### src/rtl/acr_map.svh
// Register map, field positions, reset values and timing counts of the converter block
// Operation
// Conversion loads high result; unused bits zero
// Conversion loads low result; read-only, resets zero
// 10-bit: high read blocks transfers until low read
// Conversions during interlock are discarded, not queued
// 8-bit mode has no read interlock
// Low-power bit selects reduced-power converter setting
// Divider field divides input clock 1/2/4/8
// Async off: select 1 bus, 0 alternate
// Mode field: 8-bit, 10-bit, reserved, triggered
// Reset sets 8-bit write-triggered mode
// Result rounded to selected width, half LSB
// Long-sample bit: 23.5 else 3.5 cycles; the code rounds these up to 24 and 4 whole cycles
// Async on: async source, gated, runs in stop
// Async off: select bit chooses, stop halts
// Clock configuration write ends continuous conversion
// Low read or status write clears done
// Status write aborts, restarts unless channel all ones; in triggered mode the code aborts only on an all-ones write
// Triggered mode: synced rising edge starts, busy ignores
`ifndef ACR_MAP_SVH
`define ACR_MAP_SVH

// Register indices; the byte address is four times the index
`define ACR_IDX_STATUS_CTRL    8'h3c
`define ACR_IDX_RESULT_HIGH    8'h3d
`define ACR_IDX_RESULT_LOW     8'h3e
`define ACR_IDX_CLOCK_CFG      8'h3f
`define ACR_IDX_IRQ_STATUS     8'h40
`define ACR_IDX_IRQ_MASK       8'h41

// Status and control fields
`define ACR_SC_DONE_BIT        7
`define ACR_SC_IRQ_EN_BIT      6
`define ACR_SC_CONT_BIT        5
`define ACR_CHANNEL_OFF        5'h1f

// Clock configuration fields
`define ACR_CK_LOW_POWER_BIT   7
`define ACR_CK_DIV_LSB         5
`define ACR_CK_INSEL_BIT       4
`define ACR_CK_MODE_LSB        2
`define ACR_CK_LONG_BIT        1
`define ACR_CK_ASYNC_BIT       0

// Reset values
`define ACR_RST_STATUS_CTRL    8'h1f
`define ACR_RST_CLOCK_CFG      8'h00
`define ACR_RST_RESULT         8'h00

// Interrupt status bits
`define ACR_IRQ_DONE_BIT       0
`define ACR_IRQ_LOST_BIT       1

// Sample phase in half converter cycles, and whole cycles rounded up
`define ACR_SAMPLE_SHORT_HALF  7
`define ACR_SAMPLE_LONG_HALF   47
`define ACR_SAMPLE_SHORT_CYC   ((`ACR_SAMPLE_SHORT_HALF + 1) / 2)
`define ACR_SAMPLE_LONG_CYC    ((`ACR_SAMPLE_LONG_HALF + 1) / 2)

`endif

### src/rtl/acr_pkg.sv
// Types shared by the converter block
package acr_pkg;
   typedef enum logic [1:0] {
      ACR_MODE_8BIT  = 2'b00,
      ACR_MODE_10BIT = 2'b01,
      ACR_MODE_RSVD  = 2'b10,
      ACR_MODE_TRIG  = 2'b11
   } acr_mode_e;

   typedef enum logic [1:0] {
      ACR_ST_IDLE    = 2'b00,
      ACR_ST_SAMPLE  = 2'b01,
      ACR_ST_CONVERT = 2'b10
   } acr_state_e;
endpackage

### src/rtl/acr_top.sv
// Converter result registers, clock configuration and conversion sequencer
`timescale 1ns/1ps
`include "acr_map.svh"

module acr_top
   import acr_pkg::*;
#(
   parameter int ADDR_W = 12
)
(
   // Clock and reset
   input  wire logic              CLK_SYS_I,
   input  wire logic              SRST_I,
   // AXI4-Lite write address, data and response
   input  wire logic [ADDR_W-1:0] AWADDR_I,
   input  wire logic              AWVALID_I,
   output logic                   AWREADY_O,
   input  wire logic [31:0]       WDATA_I,
   input  wire logic [3:0]        WSTRB_I,
   input  wire logic              WVALID_I,
   output logic                   WREADY_O,
   output logic [1:0]             BRESP_O,
   output logic                   BVALID_O,
   input  wire logic              BREADY_I,
   // AXI4-Lite read
   input  wire logic [ADDR_W-1:0] ARADDR_I,
   input  wire logic              ARVALID_I,
   output logic                   ARREADY_O,
   output logic [31:0]            RDATA_O,
   output logic [1:0]             RRESP_O,
   output logic                   RVALID_O,
   input  wire logic              RREADY_I,
   // Clock sources and trigger pins
   input  wire logic              ALT_CLK_I,
   input  wire logic              ASYNC_CLK_I,
   input  wire logic              TRIG_I,
   input  wire logic              STOP_MODE_I,
   // Analog front end
   input  wire logic [11:0]       ANALOG_CODE_I,
   output logic [4:0]             CHANNEL_O,
   output logic                   LOW_POWER_O,
   output logic                   ASYNC_GEN_EN_O,
   output logic                   BUSY_O,
   // Interrupt
   output logic                   IRQ_O
);

   ////////////////////////////////////////////////////////////////////////////////
   // Pin synchronisers: three stages, a change counts once stages two and three agree
   logic [2:0] sync1_reg;
   logic [2:0] sync2_reg;
   logic [2:0] sync3_reg;
   logic [2:0] pin_lvl_reg;
   logic [2:0] pin_rise;
   logic [2:0] pin_raw;

   assign pin_raw = {TRIG_I, ASYNC_CLK_I, ALT_CLK_I};

   genvar g;
   generate
      for (g = 0; g < 3; g++)
      begin : g_sync
         always_ff @(posedge CLK_SYS_I)
         begin
            if (SRST_I)
            begin
               sync1_reg[g]   <= 1'b0;
               sync2_reg[g]   <= 1'b0;
               sync3_reg[g]   <= 1'b0;
               pin_lvl_reg[g] <= 1'b0;
            end
            else
            begin
               sync1_reg[g] <= pin_raw[g];
               sync2_reg[g] <= sync1_reg[g];
               sync3_reg[g] <= sync2_reg[g];
               if (sync2_reg[g] == sync3_reg[g])
                  pin_lvl_reg[g] <= sync3_reg[g];
            end
         end
         assign pin_rise[g] = (sync2_reg[g] == sync3_reg[g]) && sync3_reg[g]
                              && !pin_lvl_reg[g];
      end
   endgenerate

   ////////////////////////////////////////////////////////////////////////////////
   // Registers
   logic [7:0] status_ctrl_reg;
   logic [7:0] clock_cfg_reg;
   logic [7:0] result_high_reg;
   logic [7:0] result_low_reg;
   logic [1:0] irq_status_reg;
   logic [1:0] irq_mask_reg;
   logic       done_flag_reg;
   logic       interlock_reg;

   acr_mode_e  mode;
   logic [1:0] clock_divide_sel;
   logic       async_clock_enable;
   logic       input_clock_sel;
   logic       long_sample_sel;
   logic       continuous;
   logic [4:0] channel_select;

   assign mode               = acr_mode_e'(clock_cfg_reg[`ACR_CK_MODE_LSB +: 2]);
   assign clock_divide_sel   = clock_cfg_reg[`ACR_CK_DIV_LSB +: 2];
   assign async_clock_enable = clock_cfg_reg[`ACR_CK_ASYNC_BIT];
   assign input_clock_sel    = clock_cfg_reg[`ACR_CK_INSEL_BIT];
   assign long_sample_sel    = clock_cfg_reg[`ACR_CK_LONG_BIT];
   assign continuous         = status_ctrl_reg[`ACR_SC_CONT_BIT];
   assign channel_select     = status_ctrl_reg[4:0];

   // Register index from a byte address; misaligned addresses map nowhere
   function automatic logic [8:0] reg_index(input logic [ADDR_W-1:0] addr);
      reg_index = (addr[1:0] != 2'b00) ? 9'h1ff : 9'(addr[ADDR_W-1:2]);
   endfunction

   function automatic logic idx_hit(input logic [8:0] idx, input logic [7:0] want);
      idx_hit = (idx == {1'b0, want});
   endfunction

   ////////////////////////////////////////////////////////////////////////////////
   // AXI4-Lite write path: address and data taken in either order
   logic              aw_held_reg;
   logic              w_held_reg;
   logic [ADDR_W-1:0] awaddr_reg;
   logic [7:0]        wdata_reg;
   logic              wstrb0_reg;
   logic              bvalid_reg;
   logic [1:0]        bresp_reg;
   logic              wr_go;
   logic [8:0]        wr_idx;
   logic              wr_sc;
   logic              wr_ck;
   logic              wr_map;

   assign AWREADY_O = !aw_held_reg && !bvalid_reg;
   assign WREADY_O  = !w_held_reg && !bvalid_reg;
   assign BVALID_O  = bvalid_reg;
   assign BRESP_O   = bresp_reg;
   assign wr_go     = aw_held_reg && w_held_reg && !bvalid_reg;
   assign wr_idx    = reg_index(awaddr_reg);
   assign wr_map    = idx_hit(wr_idx, `ACR_IDX_STATUS_CTRL) || idx_hit(wr_idx, `ACR_IDX_CLOCK_CFG)
                      || idx_hit(wr_idx, `ACR_IDX_IRQ_STATUS) || idx_hit(wr_idx, `ACR_IDX_IRQ_MASK)
                      || idx_hit(wr_idx, `ACR_IDX_RESULT_HIGH)
                      || idx_hit(wr_idx, `ACR_IDX_RESULT_LOW);
   // Writes with byte lane 0 disabled change nothing, since every register is at most one byte wide
   assign wr_sc     = wr_go && wstrb0_reg && idx_hit(wr_idx, `ACR_IDX_STATUS_CTRL);
   assign wr_ck     = wr_go && wstrb0_reg && idx_hit(wr_idx, `ACR_IDX_CLOCK_CFG);

   always_ff @(posedge CLK_SYS_I)
   begin
      if (SRST_I)
      begin
         aw_held_reg <= 1'b0;
         w_held_reg  <= 1'b0;
         awaddr_reg  <= '0;
         wdata_reg   <= 8'h00;
         wstrb0_reg  <= 1'b0;
         bvalid_reg  <= 1'b0;
         bresp_reg   <= 2'b00;
      end
      else
      begin
         if (AWVALID_I && AWREADY_O)
         begin
            aw_held_reg <= 1'b1;
            awaddr_reg  <= AWADDR_I;
         end
         if (WVALID_I && WREADY_O)
         begin
            w_held_reg <= 1'b1;
            wdata_reg  <= WDATA_I[7:0];
            wstrb0_reg <= WSTRB_I[0];
         end
         if (wr_go)
         begin
            aw_held_reg <= 1'b0;
            w_held_reg  <= 1'b0;
            bvalid_reg  <= 1'b1;
            bresp_reg   <= wr_map ? 2'b00 : 2'b10;
         end
         else if (bvalid_reg && BREADY_I)
            bvalid_reg <= 1'b0;
      end
   end

   ////////////////////////////////////////////////////////////////////////////////
   // AXI4-Lite read path; result reads act on the interlock when the address is taken
   logic        rvalid_reg;
   logic [31:0] rdata_reg;
   logic [1:0]  rresp_reg;
   logic        rd_go;
   logic [8:0]  rd_idx;
   logic        rd_high;
   logic        rd_low;

   assign ARREADY_O = !rvalid_reg;
   assign RVALID_O  = rvalid_reg;
   assign RDATA_O   = rdata_reg;
   assign RRESP_O   = rresp_reg;
   assign rd_go     = ARVALID_I && !rvalid_reg;
   assign rd_idx    = reg_index(ARADDR_I);
   assign rd_high   = rd_go && idx_hit(rd_idx, `ACR_IDX_RESULT_HIGH);
   assign rd_low    = rd_go && idx_hit(rd_idx, `ACR_IDX_RESULT_LOW);

   always_ff @(posedge CLK_SYS_I)
   begin
      if (SRST_I)
      begin
         rvalid_reg <= 1'b0;
         rdata_reg  <= 32'h0000_0000;
         rresp_reg  <= 2'b00;
      end
      else if (rd_go)
      begin
         rvalid_reg <= 1'b1;
         rresp_reg  <= 2'b00;
         rdata_reg  <= 32'h0000_0000;
         if (idx_hit(rd_idx, `ACR_IDX_STATUS_CTRL))
            rdata_reg[7:0] <= {done_flag_reg, status_ctrl_reg[6:0]};
         else if (idx_hit(rd_idx, `ACR_IDX_RESULT_HIGH))
            rdata_reg[7:0] <= result_high_reg;
         else if (idx_hit(rd_idx, `ACR_IDX_RESULT_LOW))
            rdata_reg[7:0] <= result_low_reg;
         else if (idx_hit(rd_idx, `ACR_IDX_CLOCK_CFG))
            rdata_reg[7:0] <= clock_cfg_reg;
         else if (idx_hit(rd_idx, `ACR_IDX_IRQ_STATUS))
            rdata_reg[1:0] <= irq_status_reg;
         else if (idx_hit(rd_idx, `ACR_IDX_IRQ_MASK))
            rdata_reg[1:0] <= irq_mask_reg;
         else
            rresp_reg <= 2'b10;
      end
      else if (RREADY_I)
         rvalid_reg <= 1'b0;
   end

   ////////////////////////////////////////////////////////////////////////////////
   // Configuration registers
   logic stop_halt;
   assign stop_halt = STOP_MODE_I && !async_clock_enable;

   always_ff @(posedge CLK_SYS_I)
   begin
      if (SRST_I)
         clock_cfg_reg <= `ACR_RST_CLOCK_CFG;
      else if (wr_ck)
         clock_cfg_reg <= wdata_reg;
   end

   always_ff @(posedge CLK_SYS_I)
   begin
      if (SRST_I)
         status_ctrl_reg <= `ACR_RST_STATUS_CTRL;
      else if (wr_sc)
         status_ctrl_reg <= {1'b0, wdata_reg[6:0]};
      else if (wr_ck || stop_halt)
         status_ctrl_reg[`ACR_SC_CONT_BIT] <= 1'b0;
   end

   assign CHANNEL_O   = channel_select;
   assign LOW_POWER_O = clock_cfg_reg[`ACR_CK_LOW_POWER_BIT];

   ////////////////////////////////////////////////////////////////////////////////
   // Converter clock: selected source divided by 1, 2, 4 or 8
   acr_state_e state_reg;
   logic       src_tick;
   logic [2:0] div_cnt_reg;
   logic [2:0] div_last;
   logic       conv_tick;

   always_comb
   begin
      if (async_clock_enable)
         src_tick = pin_rise[1];
      else if (input_clock_sel)
         src_tick = 1'b1;
      else
         src_tick = pin_rise[0];
   end

   assign div_last  = 3'((4'd1 << clock_divide_sel) - 4'd1);
   assign conv_tick = src_tick && (div_cnt_reg == div_last);

   always_ff @(posedge CLK_SYS_I)
   begin
      if (SRST_I || state_reg == ACR_ST_IDLE || (wr_sc && mode != ACR_MODE_TRIG))
         div_cnt_reg <= 3'd0;
      else if (src_tick)
         div_cnt_reg <= conv_tick ? 3'd0 : div_cnt_reg + 3'd1;
   end

   // Async generator runs only while a conversion is in progress
   assign ASYNC_GEN_EN_O = async_clock_enable && (state_reg != ACR_ST_IDLE);
   assign BUSY_O         = (state_reg != ACR_ST_IDLE);

   ////////////////////////////////////////////////////////////////////////////////
   // Conversion sequencer
   logic [4:0]  cnt_reg;
   logic [11:0] raw_reg;
   logic        start;
   logic        finish;
   logic        ten_bit;
   logic [4:0]  sample_len;
   logic [4:0]  convert_len;

   assign ten_bit     = (mode != ACR_MODE_8BIT);
   assign sample_len  = long_sample_sel ? 5'(`ACR_SAMPLE_LONG_CYC)
                                        : 5'(`ACR_SAMPLE_SHORT_CYC);
   assign convert_len = ten_bit ? 5'd10 : 5'd8;
   // A trigger is taken only from idle, so one arriving mid-conversion is dropped
   assign start = (wr_sc && wdata_reg[4:0] != `ACR_CHANNEL_OFF && mode != ACR_MODE_TRIG
                   && !stop_halt)
                  || (mode == ACR_MODE_TRIG && pin_rise[2] && state_reg == ACR_ST_IDLE
                      && channel_select != `ACR_CHANNEL_OFF && !stop_halt);
   assign finish = (state_reg == ACR_ST_CONVERT) && conv_tick && (cnt_reg == convert_len - 5'd1);

   always_ff @(posedge CLK_SYS_I)
   begin
      if (SRST_I)
      begin
         state_reg <= ACR_ST_IDLE;
         cnt_reg   <= 5'd0;
         raw_reg   <= 12'h000;
      end
      else if (stop_halt || (wr_sc && wdata_reg[4:0] == `ACR_CHANNEL_OFF))
         state_reg <= ACR_ST_IDLE;
      else if (start && (wr_sc || state_reg == ACR_ST_IDLE))
      begin
         state_reg <= ACR_ST_SAMPLE;
         cnt_reg   <= 5'd0;
      end
      else if (conv_tick)
      begin
         case (state_reg)
            ACR_ST_SAMPLE:
            begin
               if (cnt_reg == sample_len - 5'd1)
               begin
                  state_reg <= ACR_ST_CONVERT;
                  cnt_reg   <= 5'd0;
                  raw_reg   <= ANALOG_CODE_I;
               end
               else
                  cnt_reg <= cnt_reg + 5'd1;
            end
            ACR_ST_CONVERT:
            begin
               if (finish)
               begin
                  state_reg <= (continuous && mode != ACR_MODE_TRIG) ? ACR_ST_SAMPLE
                                                                     : ACR_ST_IDLE;
                  cnt_reg   <= 5'd0;
               end
               else
                  cnt_reg <= cnt_reg + 5'd1;
            end
            default:
               state_reg <= ACR_ST_IDLE;
         endcase
      end
   end

   ////////////////////////////////////////////////////////////////////////////////
   // Rounding of the raw sample to the selected width, saturating at full scale
   logic [10:0] round10;
   logic [8:0]  round8;
   logic [9:0]  code;

   assign round10 = 11'({1'b0, raw_reg[11:2]} + {10'd0, raw_reg[1]});
   assign round8  = 9'({1'b0, raw_reg[11:4]} + {8'd0, raw_reg[3]});
   always_comb
   begin
      if (ten_bit)
         code = round10[10] ? 10'h3ff : round10[9:0];
      else
         code = round8[8] ? 10'h0ff : {2'b00, round8[7:0]};
   end

   ////////////////////////////////////////////////////////////////////////////////
   // Result registers and read interlock
   logic load;
   logic lost;
   // While locked, a finished result is dropped rather than queued
   assign load = finish && !interlock_reg;
   assign lost = finish && interlock_reg;

   always_ff @(posedge CLK_SYS_I)
   begin
      if (SRST_I)
         interlock_reg <= 1'b0;
      else if (rd_low || !ten_bit)
         interlock_reg <= 1'b0;
      else if (rd_high)
         interlock_reg <= 1'b1;
   end

   always_ff @(posedge CLK_SYS_I)
   begin
      if (SRST_I)
      begin
         result_high_reg <= `ACR_RST_RESULT;
         result_low_reg  <= `ACR_RST_RESULT;
      end
      else if (load)
      begin
         result_high_reg <= {6'b00_0000, code[9:8]};
         result_low_reg  <= code[7:0];
      end
   end

   // A new result wins over a clear in the same cycle
   always_ff @(posedge CLK_SYS_I)
   begin
      if (SRST_I)
         done_flag_reg <= 1'b0;
      else if (load)
         done_flag_reg <= 1'b1;
      else if (rd_low || wr_sc)
         done_flag_reg <= 1'b0;
   end

   ////////////////////////////////////////////////////////////////////////////////
   // Interrupt: sticky events, write one to clear, set wins over clear
   logic [1:0] irq_set;
   logic [1:0] irq_clr;
   assign irq_set = {lost, load};
   assign irq_clr = (wr_go && wstrb0_reg && idx_hit(wr_idx, `ACR_IDX_IRQ_STATUS))
                    ? wdata_reg[1:0] : 2'b00;

   always_ff @(posedge CLK_SYS_I)
   begin
      if (SRST_I)
         irq_status_reg <= 2'b00;
      else
         irq_status_reg <= (irq_status_reg & ~irq_clr) | irq_set;
   end

   always_ff @(posedge CLK_SYS_I)
   begin
      if (SRST_I)
         irq_mask_reg <= 2'b00;
      else if (wr_go && wstrb0_reg && idx_hit(wr_idx, `ACR_IDX_IRQ_MASK))
         irq_mask_reg <= wdata_reg[1:0];
   end

   assign IRQ_O = |(irq_status_reg & irq_mask_reg);

endmodule // acr_top

### config.mk
export PLATFORM = sky130hd
export DESIGN_NAME = acr_top
export DESIGN_NICKNAME = d
export VERILOG_FILES = /design/src/rtl/acr_pkg.sv /design/src/rtl/acr_top.sv
export VERILOG_INCLUDE_DIRS = /design/src /design/src/rtl
export SDC_FILE = /design/constraint.sdc
export NUM_CORES = 1
export LEC_CHECK = 0
export ABC_AREA = 1
export BUFFER_PORTS_ARGS = -buffer_cell sky130_fd_sc_hd__buf_4
export CORE_UTILIZATION = 48
export DETAILED_ROUTE_END_ITERATION = 6
export GPL_TIMING_DRIVEN = 0
export PLACE_DENSITY = 0.88
export SETUP_SLACK_MARGIN = 0.3
export SYNTH_ARGS = -nofsm -noshare
export SYNTH_HDL_FRONTEND = slang
export SYNTH_SLANG_ARGS = --single-unit
### constraint.sdc
create_clock -name CLK_SYS_I -period 1.8 [get_ports CLK_SYS_I]
set_clock_uncertainty 0.15 [all_clocks]
set_input_delay 0.18 -clock CLK_SYS_I [delete_from_list [all_inputs] [get_ports CLK_SYS_I]]
set_output_delay 0.18 -clock CLK_SYS_I [all_outputs]
set_load 0.02 [all_outputs]
==> impl_results.md <==
- Outcome: complete, but fails checks
- Failing checks: DRC, setup timing
- Remaining routing DRC violations: 4
- Final clock period utilization by the worst path: 1.199
- Maximum vdd drop: 0.0003734 V
- ANT nets after route: 0
- Inserted Diodes: 0
- Area grow syn2layout: 52.44%
- Classification of the worst setup path: register to register
- Syn Std Cell Area: 5230 µm²
- Total of warnings raised by yosys: 0
- DIE WIDTH: 106.4 µm
- Transition time at the pin with the least slew margin: 0.8091 ns
- Wire length of the first global-routing pass: 26,660 µm
- Effective utilization at floorplan: 0.4999
- Fin Hold WS: 0.04190 ns
- Overall via count from detail_route: 6,407
- Cell type contributing the most total cell area after synthesis: sky130_fd_sc_hd__dfxtp_1
- Highest clock frequency the design can meet: 0.4632 GHz
- Post-synthesis cell count: 716
- Prevailing post-synth register cell: sky130_fd_sc_hd__dfxtp_1
- Worst hold-check path type: input pin to register
- Placed instance count: 952
- Number of antenna violations at the first check in global routing: 0
- Average routed wire per standard cell: 19.88 µm
- TritonCTS clock tree: done
- Leakage power summed over all cells: 3.408 nW
- Max-capacitance violation count: 0
- Power density relative to cell area: 586.7 nW/µm²
- Num Clock Sinks: 98
- Largest cells by area after synthesis: sky130_fd_sc_hd__dfxtp_1 38%, sky130_fd_sc_hd__nand2_1 7.2%, sky130_fd_sc_hd__inv_1 6.3%
- Number of global-route vias before repair: 5,654
- Detailed Route WL: 21,190 µm
- RSZ-0062 raised after global routing: yes
- Die footprint: 11,320 µm²
- Number of standard cells in the layout, taps in and fillers out: 1,066
- Portion of the post-synthesis area used by sequential elements: 0.3751
- Critical Path Source Type: register
- Total of buffers placed on input and output ports: 75
- Number of register bits inferred by synthesis: 98
- Post-route worst setup slack: -0.3590 ns
- Die span in y: 106.4 µm
- Max-slew headroom: 0.4606
- Area of the multi-input gates: 3248 µm²
- Max FO, Critical Path: 8
- Number of hold-slack violations in the final timing report: 0
- Overall track demand over capacity in global routing: 0.3013
- Latest clock arrival within the worst-skew pair: 0.40 ns
- Arrival time at the worst endpoint: 2.28 ns
- Number of DRC violations after detailed-routing iteration 0: 873
- Total CTS buffers: 9
- Avg Vias per Cell: 6.010
- Pin count of the biggest net entering global routing: 18
- Clock Tree Buf Depth: 2
- Number of fill cells: 611
- Max Transition Viols Final: 0
- Global route overflow: 0
- Routability congestion estimate from global placement: 0.9177
- Net count of the finished layout: 1,021
- Setup slack at placement: -0.1300 ns
- I/O pin count: 133
- Fraction of synthesis flops using an asynchronous set or reset pin: 0
- Most frequent cell after synthesis: sky130_fd_sc_hd__nand2_1
- H-tree level count: 3
- Required arrival time at the worst endpoint: 1.92 ns
- Clock edge transition at the registers on the reported setup and hold paths: 0.12 ns
- Drt pass-1 iters: 7
- Layout cell share with drive strength beyond 1: 0.4194
- Share of the synthesized area in the top cell type: 0.3751
- CTS Root Cell: sky130_fd_sc_hd__clkbuf_8
- Crit. End Element: register
- EDFF count, synth: 0
- Finish-stage setup viols: 52
- Area used by sequential logic in the layout: 2028 µm²
- Syn_area_per_cell: 7.304 µm²
- Number of cell rows: 37
- Half-perimeter wire length after detailed placement: 9800 µm
- Final Critical Period: 2.159 ns
- Placeable Area: 10,460 µm²
- Cell types with the highest counts after synthesis: 100 x sky130_fd_sc_hd__nand2_1, 98 x sky130_fd_sc_hd__dfxtp_1, 88 x sky130_fd_sc_hd__inv_1
- Number of distinct library cells after synthesis: 44
[path summary, 6_finish.rpt]
check	cells after the start	startpoint	slack, ns	end
worst max-delay path	10	clock_cfg_reg[0]	-0.36	result_low_reg[1]
worst min-delay path	4	ARADDR_I[3]	0.04	RDATA_O[7]
worst max register to register	10	clock_cfg_reg[0]	-0.36	result_low_reg[1]
worst min register to register	2	sync1_reg[1]	0.25	sync2_reg[1]
[report_power, final]
part           total (mW)  internal (mW)  switching (mW)
Combinational       0.790          0.343           0.446
Clock                1.57          0.666           0.906
Sequential           2.32           2.24          0.0748
Total                4.68           3.25            1.43
[per-layer routing]
layer,vias to the layer above,wire length (µm),global-route usage
met5,-,0,0
met4,0,1740,0.2212
met3,186,2302,0.05825
met2,603,9798,0.5093
met1,2893,7345,0.3364
li1,2725,-,-
[logic make-up (layout without fill, tap and decap cells)]
family	Yosys count	after routing	synth area share
xor gates and xnor gates	12	12	0.02010
AOI/OAI and AO/OA	157	157	0.1694
DFF	98	98	0.3751
buffers and inverters	146	335	0.1356
other	1	26	0.0007170
adders and majority gates	13	13	0.03110
and+or+nand+nor	289	289	0.2679
[cell usage in the layout, fill, tap and decap left out, types with 8 or more instances in the layout]
master                          instances
sky130_fd_sc_hd__inv_1                 73
sky130_fd_sc_hd__buf_4                147
sky130_fd_sc_hd__nand2_4               10
sky130_fd_sc_hd__inv_2                 16
sky130_fd_sc_hd__xor2_1                 9
sky130_fd_sc_hd__o21ai_0               44
sky130_fd_sc_hd__nor2_4                19
sky130_fd_sc_hd__clkbuf_8               9
sky130_fd_sc_hd__nand2_1               72
sky130_fd_sc_hd__a21oi_2               10
sky130_fd_sc_hd__nor2_1                62
sky130_fd_sc_hd__nand2_2               24
sky130_fd_sc_hd__o21ai_1               17
sky130_fd_sc_hd__dlygate4sd3_1         35
sky130_fd_sc_hd__clkbuf_1               8
sky130_fd_sc_hd__conb_1                26
sky130_fd_sc_hd__nand3_1               37
sky130_fd_sc_hd__dfxtp_2               32
sky130_fd_sc_hd__o211ai_1               9
sky130_fd_sc_hd__nand4_1               10
sky130_fd_sc_hd__nor3_2                11
sky130_fd_sc_hd__buf_6                 20
sky130_fd_sc_hd__a21oi_1               42
sky130_fd_sc_hd__nor2_2                15
sky130_fd_sc_hd__dfxtp_1               59
[metrics by stage]
stage	util	cell area (µm²)	total power, mW	setup TNS [ns]
2_1_floorplan	-	5482	2.673	0
3_3_place_gp	0.5940	6215	2.866	-1.235
3_5_place_dp	0.5940	6215	2.880	-2.301
4_1_cts	0.7078	7406	4.459	-1.577
5_1_grt	0.7620	7973	4.798	-11.43
6_report	0.7620	7973	4.678	-9.391
[critical path, cell delays in order, from the launching register on]
cell and delay, ns:
sky130_fd_sc_hd__dfxtp_2 0.52, sky130_fd_sc_hd__nor2_1 0.16, sky130_fd_sc_hd__nand2_2 0.13, sky130_fd_sc_hd__nand3_2 0.10
sky130_fd_sc_hd__nor2_4 0.12, sky130_fd_sc_hd__buf_6 0.13, sky130_fd_sc_hd__nand3_4 0.11, sky130_fd_sc_hd__nor2_4 0.26
sky130_fd_sc_hd__inv_2 0.12, sky130_fd_sc_hd__nand3_1 0.11, sky130_fd_sc_hd__o21ai_0 0.11
[area by class of cell]
class                      instances  share of cell area
sequential                        98              0.2544
inverter                          92             0.04426
buffer                            54             0.05367
tap                              136             0.02134
timing repair buffer             173              0.1937
clock buffer                      10             0.01601
multi-input combinational        497              0.4074
clock inverter                     6            0.009259
[repair_timing]
action | 4_1_cts | 5_1_grt
endpoints found under the setup margin | 60 | 79
setup buffers | 27 | 31
cloned | 4 | 1
pin swaps | 33 | 28
hold buffers | 35 | 0
resized for setup | 107 | 104
endpoints found under the hold margin | 35 | 0
No activity file was read; power rests on OpenSTA's default activity.
